**config.mk**
```make
export PLATFORM = sky130hd
export DESIGN_NAME = dac_serial_load_chain
export DESIGN_NICKNAME = d
export VERILOG_FILES = /design/src/rtl/dac_load_pkg.sv /design/src/rtl/dac_serial_load_chain.sv /design/src/rtl/word_fifo.sv
export VERILOG_INCLUDE_DIRS = /design/src /design/src/rtl
export SDC_FILE = /design/constraint.sdc
export NUM_CORES = 1
export LEC_CHECK = 0
export BUFFER_PORTS_ARGS = -buffer_cell sky130_fd_sc_hd__buf_2
export CORE_MARGIN = 5
export CORE_UTILIZATION = 44
export DETAILED_ROUTE_END_ITERATION = 16
export GPL_TIMING_DRIVEN = 0
export HOLD_SLACK_MARGIN = 0.15
export PLACE_DENSITY_LB_ADDON = 0.3
export SLEW_MARGIN = 20
export SYNTH_ARGS = -nofsm -noshare
export SYNTH_HDL_FRONTEND = slang
export SYNTH_HIERARCHICAL = 1
export SYNTH_SLANG_ARGS = --single-unit
```
**constraint.sdc**
```tcl
create_clock -name mclk -period 9.8 [get_ports mclk]
set_clock_uncertainty 0.15 [all_clocks]
set_input_delay 1.96 -clock mclk [delete_from_list [all_inputs] [get_ports mclk]]
set_output_delay 1.96 -clock mclk [all_outputs]
set_load 0.01 [all_outputs]
```
**src/rtl/dac_load_regs.svh**
```systemverilog
// Constants for the serial load chain of the converter.
`ifndef DAC_LOAD_REGS_SVH
`define DAC_LOAD_REGS_SVH
`define WORD_BITS 16
`define WORD_RESET 16'h0000
`define FIFO_DEPTH 32
`define MCLK_PERIOD_NS 25
`define HOLD_TIME_NS 5000
`define HOLD_CYCLES ((`HOLD_TIME_NS + `MCLK_PERIOD_NS - 1) / `MCLK_PERIOD_NS)
`endif

```
**src/rtl/dac_load_pkg.sv**
```systemverilog
// Types for the serial load chain of the converter.
package dac_load_pkg;
	typedef enum logic [1:0] {
		frame_idle   = 2'b00,
		frame_active = 2'b01,
		frame_locked = 2'b10
	} frame_state_t;
	typedef logic [15:0] word_t;
endpackage

```
**src/rtl/dac_serial_load_chain.sv**
```systemverilog
// Serial input register, converter latch and output hold of the converter.
`timescale 1ns/1ps
`default_nettype none
`include "dac_load_regs.svh"
// Summary of operation
// - Chain select high disables the sixteen-edge gate and enables the serial output.
// - In chain mode every falling clock edge while sync is low shifts a bit.
// - In chain mode bits past sixteen edges leave on the serial output.
// - Sync high makes the device ignore clock edges and keep the register.
// - Falling edge of the load strobe copies the input register to the latch.
// - After a strobe edge outside a running hold the output keeps its old value for 5 us, or until an automatic full-word update.
// - Clear low zeroes the latch directly, leaving the shift register untouched.
// - Clear acts apart from the power-on reset; neither triggers the other.
// - Latch updates either automatically after a full word or by the strobe.
// - Standalone mode accepts exactly sixteen falling edges per frame, then locks out.
// - Standalone mode samples the strobe at sync fall; low means update on edge sixteen.
module dac_serial_load_chain
	import dac_load_pkg::*;
(
	input  wire logic                mclk,
	input  wire logic                nrst,
	input  wire logic                sclk,
	input  wire logic                serial_in,
	input  wire logic                sync_n,
	input  wire logic                chain_select,
	input  wire logic                latch_load_n,
	input  wire logic                latch_zero_n,
	output logic                     serial_out,
	output dac_load_pkg::word_t      dac_code,
	output logic                     word_valid,
	input  wire logic                word_ready,
	output dac_load_pkg::word_t      word_data
);
	import dac_load_pkg::*;

	// Two-stage synchronisers for every pin except mclk, nrst and word_ready.
	logic [5:0] pin_meta;
	logic [5:0] pin_sync;
	logic [5:0] pin_prev;
	logic [5:0] next_pin_meta;
	logic [5:0] next_pin_sync;
	logic [5:0] next_pin_prev;
	logic       s_sclk;
	logic       s_din;
	logic       s_sync_n;
	logic       s_chain;
	logic       s_load_n;
	logic       s_zero_n;
	logic       sclk_fall;
	logic       sync_fall;
	logic       load_fall;

	always_comb begin
		next_pin_meta = {latch_zero_n, latch_load_n, chain_select, sync_n, serial_in, sclk};
		next_pin_sync = pin_meta;
		next_pin_prev = pin_sync;
	end

	always_ff @(posedge mclk) begin
		if (!nrst) begin
			pin_meta <= 6'h3d;
			pin_sync <= 6'h3d;
			pin_prev <= 6'h3d;
		end else begin
			pin_meta <= next_pin_meta;
			pin_sync <= next_pin_sync;
			pin_prev <= next_pin_prev;
		end
	end

	assign s_sclk    = pin_sync[0];
	assign s_din     = pin_sync[1];
	assign s_sync_n  = pin_sync[2];
	assign s_chain   = pin_sync[3];
	assign s_load_n  = pin_sync[4];
	assign s_zero_n  = pin_sync[5];
	assign sclk_fall = pin_prev[0] && !s_sclk;
	assign sync_fall = pin_prev[2] && !s_sync_n;
	assign load_fall = pin_prev[4] && !s_load_n;

	// Frame sequencing and the input shift register.
	frame_state_t state;
	frame_state_t next_state;
	logic [4:0]   edge_count;
	logic [4:0]   next_edge_count;
	word_t        shift_reg;
	word_t        next_shift_reg;
	logic         auto_mode;
	logic         next_auto_mode;
	logic         sout;
	logic         next_sout;
	logic         shift_en;
	logic         word_done;

	always_comb begin
		next_state      = state;
		next_edge_count = edge_count;
		next_shift_reg  = shift_reg;
		next_auto_mode  = auto_mode;
		next_sout       = sout;
		shift_en        = 1'b0;
		word_done       = 1'b0;
		case (state)
			frame_idle: begin
				if (sync_fall) begin
					next_state      = frame_active;
					next_edge_count = 5'h00;
					next_auto_mode  = !s_load_n && !s_chain;
				end
			end
			frame_active: begin
				if (s_sync_n) begin
					next_state = frame_idle;
				end else if (sclk_fall) begin
					shift_en = 1'b1;
					if (!s_chain) begin
						next_edge_count = edge_count + 5'h01;
						if (edge_count == 5'h0f) begin
							word_done  = 1'b1;
							next_state = frame_locked;
						end
					end
				end
			end
			frame_locked: begin
				if (s_sync_n) begin
					next_state = frame_idle;
				end
			end
			default: begin
				next_state = frame_idle;
			end
		endcase
		if (shift_en) begin
			next_shift_reg = {shift_reg[14:0], s_din};
			next_sout      = shift_reg[15];
		end
		if (!s_chain) begin
			next_sout = 1'b0;
		end
	end

	always_ff @(posedge mclk) begin
		if (!nrst) begin
			state      <= frame_idle;
			edge_count <= 5'h00;
			shift_reg  <= `WORD_RESET;
			auto_mode  <= 1'b0;
			sout       <= 1'b0;
		end else begin
			state      <= next_state;
			edge_count <= next_edge_count;
			shift_reg  <= next_shift_reg;
			auto_mode  <= next_auto_mode;
			sout       <= next_sout;
		end
	end

	// Converter latch and track-and-hold of the output.
	localparam int HOLD_CYCLES = `HOLD_CYCLES;
	word_t        latch;
	word_t        next_latch;
	word_t        held;
	word_t        next_held;
	logic [8:0]   hold_count;
	logic [8:0]   next_hold_count;
	logic         push_word;
	word_t        push_data;
	logic         push_ready;

	always_comb begin
		next_latch      = latch;
		next_held       = held;
		next_hold_count = hold_count;
		push_word       = 1'b0;
		push_data       = next_shift_reg;
		if (word_done && auto_mode) begin
			next_latch = next_shift_reg;
			next_held  = next_shift_reg;
			push_word  = 1'b1;
		end else if (load_fall) begin
			next_latch      = shift_reg;
			next_hold_count = HOLD_CYCLES[8:0];
			push_data       = shift_reg;
			push_word       = 1'b1;
		end
		if (!s_zero_n) begin
			next_latch      = `WORD_RESET;
			next_held       = `WORD_RESET;
			next_hold_count = 9'h000;
			push_word       = 1'b0;
		end else if (hold_count != 9'h000) begin
			next_hold_count = hold_count - 9'h001;
			if (hold_count == 9'h001) begin
				next_held = latch;
			end
		end
		// A full queue drops the word, as the pins cannot be held off.
		push_word = push_word && push_ready;
	end

	always_ff @(posedge mclk) begin
		if (!nrst) begin
			latch      <= `WORD_RESET;
			held       <= `WORD_RESET;
			hold_count <= 9'h000;
		end else begin
			latch      <= next_latch;
			held       <= next_held;
			hold_count <= next_hold_count;
		end
	end

	// Each latch value taken from the shift register is also queued for the consumer downstream unless the queue is full; the zero loaded by clear is not.
	word_fifo #(
		.WIDTH(`WORD_BITS),
		.DEPTH(`FIFO_DEPTH)
	) u_fifo (
		.mclk      (mclk),
		.nrst      (nrst),
		.in_valid  (push_word),
		.in_ready  (push_ready),
		.in_data   (push_data),
		.out_valid (word_valid),
		.out_ready (word_ready),
		.out_data  (word_data)
	);

	assign serial_out = sout;
	assign dac_code   = held;
endmodule
`default_nettype wire

```
**src/rtl/word_fifo.sv**
```systemverilog
// First-in first-out buffer for converter words.
`timescale 1ns/1ps
`default_nettype none
module word_fifo #(
	parameter int WIDTH = 16,
	parameter int DEPTH = 32
) (
	input  wire logic             mclk,
	input  wire logic             nrst,
	input  wire logic             in_valid,
	output logic                  in_ready,
	input  wire logic [WIDTH-1:0] in_data,
	output logic                  out_valid,
	input  wire logic             out_ready,
	output logic      [WIDTH-1:0] out_data
);
	localparam int AW = $clog2(DEPTH);
	logic [WIDTH-1:0] mem [DEPTH];
	logic [AW-1:0]    wr_ptr;
	logic [AW-1:0]    rd_ptr;
	logic [AW:0]      count;
	logic [AW-1:0]    next_wr_ptr;
	logic [AW-1:0]    next_rd_ptr;
	logic [AW:0]      next_count;
	logic             next_out_valid;
	logic [WIDTH-1:0] next_out_data;
	logic             push;
	logic             pop;

	always_comb begin
		in_ready    = (count != DEPTH[AW:0]);
		push        = in_valid && in_ready;
		pop         = out_valid && out_ready;
		next_wr_ptr = push ? wr_ptr + 1'b1 : wr_ptr;
		next_rd_ptr = pop ? rd_ptr + 1'b1 : rd_ptr;
		next_count  = count;
		if (push && !pop) begin
			next_count = count + 1'b1;
		end else if (pop && !push) begin
			next_count = count - 1'b1;
		end
		next_out_valid = (next_count != '0);
		next_out_data  = mem[next_rd_ptr];
		if (push && (wr_ptr == next_rd_ptr)) begin
			// A word written while the queue drains to empty goes straight to the head.
			next_out_data = in_data;
		end
	end

	always_ff @(posedge mclk) begin
		if (!nrst) begin
			wr_ptr    <= '0;
			rd_ptr    <= '0;
			count     <= '0;
			out_valid <= 1'b0;
			out_data  <= '0;
		end else begin
			wr_ptr    <= next_wr_ptr;
			rd_ptr    <= next_rd_ptr;
			count     <= next_count;
			out_valid <= next_out_valid;
			out_data  <= next_out_data;
		end
	end

	always_ff @(posedge mclk) begin
		if (push) begin
			mem[wr_ptr] <= in_data;
		end
	end
endmodule
`default_nettype wire

```
==> results.md <==
STA:
- The final number of hold-violating endpoints is 0.
- At the pin with the least slew margin, the transition time is 1.131 ns.
- The normalized max-slew margin is 24.62%.
- The setup TNS is 0 ns.
- The worst path uses 52.18% of the clock period.
- Setup repair after global routing left no endpoint under its margin.
- The number of max-slew violations in the final report came to 0.
- Setup violations remaining at the end of the flow were counted as 0.
- The final worst hold slack is 0.2532 ns.
- The maximum operating frequency is 195.6 MHz.
- The shortest clock period the worst path allows after layout is 5.114 ns.

Critical path:
- Among the stages of the critical path, the cell type that occurs most often is buf_2.
- Tracing the worst setup path back leads to its startpoint at word_ready.
- The critical-path cell with the highest stage delay is buf_1.
- The critical path class is in2reg.
- Data on the critical path is required at its endpoint by 10.12 ns.
- The type of origin of the critical path is an input port.
- The highest net fanout along the worst path is 10.
- The worst setup path is captured at a flop.
- Counting cells, the worst reg-to-reg path comes to 11.
- On the worst path, the slowest cell contributes a delay of 0.66 ns.
- The data arrival time of the critical path is 5.44 ns.
- Broken down by cell family, the worst path's largest delay share belongs to buffers and inverters.
- The signal on the critical path passes through buf_2 > buf_2 > nand3_2 > nor2_1 > xnor2_1 > buf_2 > buf_1 > o221ai_1 > nand2_1 > a31oi_1 > o32ai_1.
- The worst register-to-register path begins at edge_count[0].
- The destination of the worst register-to-register timing path is u_fifo/mem[19][8].
- Setup slack on the worst reg-to-reg path comes out at 5.36 ns.
- The number of buffers and inverters on the critical path is 4.

Hold path:
- The launch point of the worst hold path is next_pin_sync[4].
- The worst hold path depth is 1.
- The end of the worst hold path is next_pin_prev[4].
- The class of the tightest hold or removal check is reg2reg.

Die:
- From left edge to right edge, the die measures 254.1 µm.
- The die height is 254.1 µm.
- The floorplan step defined a die boundary enclosing 0.06457 mm².
- The effective utilization at floorplan is 44.42%.
- The total number of placement rows is 89.
- For this design the top-level I/O count stands at 43.
- The area of the core region is 0.05902 mm².

Clock tree:
- Post-CTS timing repair inserted 0 buffers for setup.
- CTS placed an instance of clkbuf_16 at the clock tree root.
- The post-cts sizing count is 0.
- TritonCTS created 66 clock buffers.
- No sink is reached through more buffers than the 3 on the longest clock path.
- The TritonCTS clock tree is built.
- The hold-fix buffer count after cts is 0.
- The tree built by TritonCTS fans out to 626 sinks.
- Clock latency on the worst-skew pair, taken at its later pin, is 0.60 ns.
- The clock slew seen by the registers of the worst setup and hold paths is 0.06 ns.
- The H-tree was split into 3 levels.

Synth:
- For this run, the number of Yosys warnings is 6.
- The most used flip-flop cell after synthesis is edfxtp_1.
- The sequential-to-total area share from yosys stat is 67.35%.
- The cell area after technology mapping is 0.02622 mm².
- After synthesis, the share of flip-flops with an asynchronous set or reset is 0%.
- The number of synthesized register bits is 626.
- Counting every net in the synthesized netlist gives 1898.
- The distinct cell type count of the synthesized netlist is 78.
- In this run, synthesis inferred 512 flip-flops with an integrated enable.
- In the synthesized netlist, the number of instances is 1877.
- A synthesized cell averages 13.97 µm².

Global route:
- The via count of the first global-routing pass was 17070.
- The first global-routing pass estimated 108.8 mm of wire.
- The number of antenna violations at the first check in global routing is 2.
- Global routing consumed, on the met2 layer, 35.93% of the routing resources.
- Entering global routing, the biggest net connects 34 pins.
- Global routing finished with a remaining overflow of 0.
- Global routing used 31.09% of the available met1 tracks.
- The routing layer with the top usage in global route is met2.
- In the global route stage, met3 resource usage came out at 4.687%.
- The overall track demand over capacity in global routing is 22.32%.

Pwr:
- The clock power share is 36.1%.
- The analysis attributes to cell leakage a power of 0.01015 µW.
- In this run the power density over the cells is 222.7 mW/mm².
- Summed over all nets, the switching power comes to 1857 µW.
- The switching portion of total power is 27.88%.
- VDD sags by at most 0.1502 mV.
- The combinational fraction of design power is 19.7%.
- The sequential group share of total power is 44.2%.
- Internal power comes to 4804 µW.

Layout:
- The number of flip-flops under the largest register name is 512.
- Compared with the post-synthesis result, the final layout area differs by 14.10%.
- Leaving out fill and tap cells, the most frequent cells in the layout are 512 x edfxtp_1, 245 x nand2_1, 114 x dfxtp_1, 90 x mux2i_1, 82 x clkbuf_1.
- Ranked by flip-flop count, first place goes to u_fifo/mem.
- The core occupancy in the finished layout is 50.69%.
- The share of layout cells above drive strength 1 is 16.29%.
- The library cell used most frequently in the layout, excluding fill and tap cells, is edfxtp_1.
- The total inserted antenna cells is 0.
- Leaving out filler cells and counting taps, the final layout contains 2835.
- After the last flow step, the layout net total stands at 2036.

Routing:
- The count of nets left with antenna violations once routing finished came out at 0.
- The routed design has 72.66 mm of wire.
- In this run, the number of DRC markers left after iteration 0 of detailed routing was 1884.
- The wire length per cell is 25.63 µm.
- The total number of vias is 17390.
- Dividing the detail-routed via count by the number of cells gives 6.135.
- For this run, design rule violations remaining after detail routing come to 0.
- The pre-antenna-repair detailed-routing pass consisted of 6 iterations.

Placed design:
- At the end of routability-driven placement, the weighted congestion stood at 0.9220.
- The HPWL after detailed placement is 48.94 mm.
- After detailed placement, the design holds a cell count of 2720.
- The count of buffers from port buffering is 42.

Outcome:
- The flow ran to the end, and the final reports show no timing, DRC or antenna violations.

Job:
- The count of max-cap constraint violations is 0.
==> layer usage <==
layer / vias up / wire [µm]
met2: 883 / 34360
li1: 7577 / -
met4: 2 / 2063
met5: - / 18
met3: 143 / 6455
met1: 8789 / 29770
==> area by class of cell <==
cell class                 instances  area [µm²]
fill                            4946       29100
sequential                       626       17660
multi-input combinational       1093        7929
clock buffer                      82        1805
tap                              773       967.2
buffer                           135       630.6
timing repair buffer              70       581.8
clock inverter                    33       257.7
inverter                          23       86.33
==> synth_stat cells, types with 15 or more instances <==
master	count	area share [%]
o21ai_0	30	0.57
mux4_2	47	4.0
mux2i_1	90	3.4
a21oi_1	52	0.99
a211oi_1	34	0.97
edfxtp_1	512	59
a21boi_0	17	0.49
nor2_1	113	1.6
and3_1	27	0.64
a22oi_1	24	0.69
o32ai_1	16	0.53
nand2_1	245	3.5
o311a_1	15	0.57
o221ai_1	28	0.94
a221oi_1	46	1.5
nand4_1	21	0.50
nor2b_1	17	0.41
inv_1	23	0.33
dfxtp_1	114	8.7
a32oi_1	29	0.97
a31oi_1	21	0.50
buf_2	39	0.74
nand2b_1	18	0.43
nand3_1	45	0.86
clkbuf_1	72	1.0
==> logic make-up (layout without fill, tap and decap cells) <==
logic type / Yosys count / count (layout) / synth area share [%]
flip-flops: 626 / 626 / 67.35
AND/OR/NAND/NOR: 539 / 539 / 9.540
AO/OA/AOI/OAI: 366 / 366 / 10.81
buffers and inverters: 158 / 343 / 2.735
multiplexers: 154 / 154 / 8.204
XOR/XNOR: 22 / 22 / 0.7923
adder cells (fa/ha/maj): 12 / 12 / 0.5727
==> stage by stage <==
stage / setup WS (ns) / cell area [µm²] / power, µW
4_1_cts: 4.766 / 29910 / 6680
3_3_place_gp: 4.147 / 27400 / 4262
2_1_floorplan: 5.851 / 26220 / 3866
6_report: 4.686 / 29910 / 6661
3_5_place_dp: 4.165 / 27850 / 4285
5_1_grt: 4.765 / 29910 / 6909
==> how the worst max path moves through the flow <==
stage | cells past startpoint | slack [ns] | end
2_1_floorplan | 10 | 5.85 | u_fifo/out_data[12]
3_3_place_gp | 11 | 4.15 | u_fifo/out_data[2]
3_5_place_dp | 11 | 4.17 | u_fifo/out_data[2]
4_1_cts | 11 | 4.77 | u_fifo/out_data[2]
5_1_grt | 11 | 4.76 | u_fifo/out_data[1]
6_report | 11 | 4.69 | u_fifo/out_data[2]
==> power by group through the flow <==
stage                     Clock, µW  Combinational, µW  Sequential, µW
after floorplan                   0                859            3010
after global placement            0               1260            3000
after detailed placement          0               1280            3000
after CTS                      2440               1290            2950
after global routing           2560               1400            2950
final                          2410               1310            2950
==> worst register-to-register path, cell delays in order (launching register included) <==
cell	delay, ns
dfxtp_1	0.37
ha_1	0.19
and3_1	0.16
ha_1	0.29
nand4_2	0.18
buf_4	0.23
buf_6	0.17
a21oi_1	0.24
o41a_1	0.35
clkbuf_1	0.37
nand2_1	0.47
nor2_2	0.87
No activity file was read; power rests on OpenSTA's default activity.
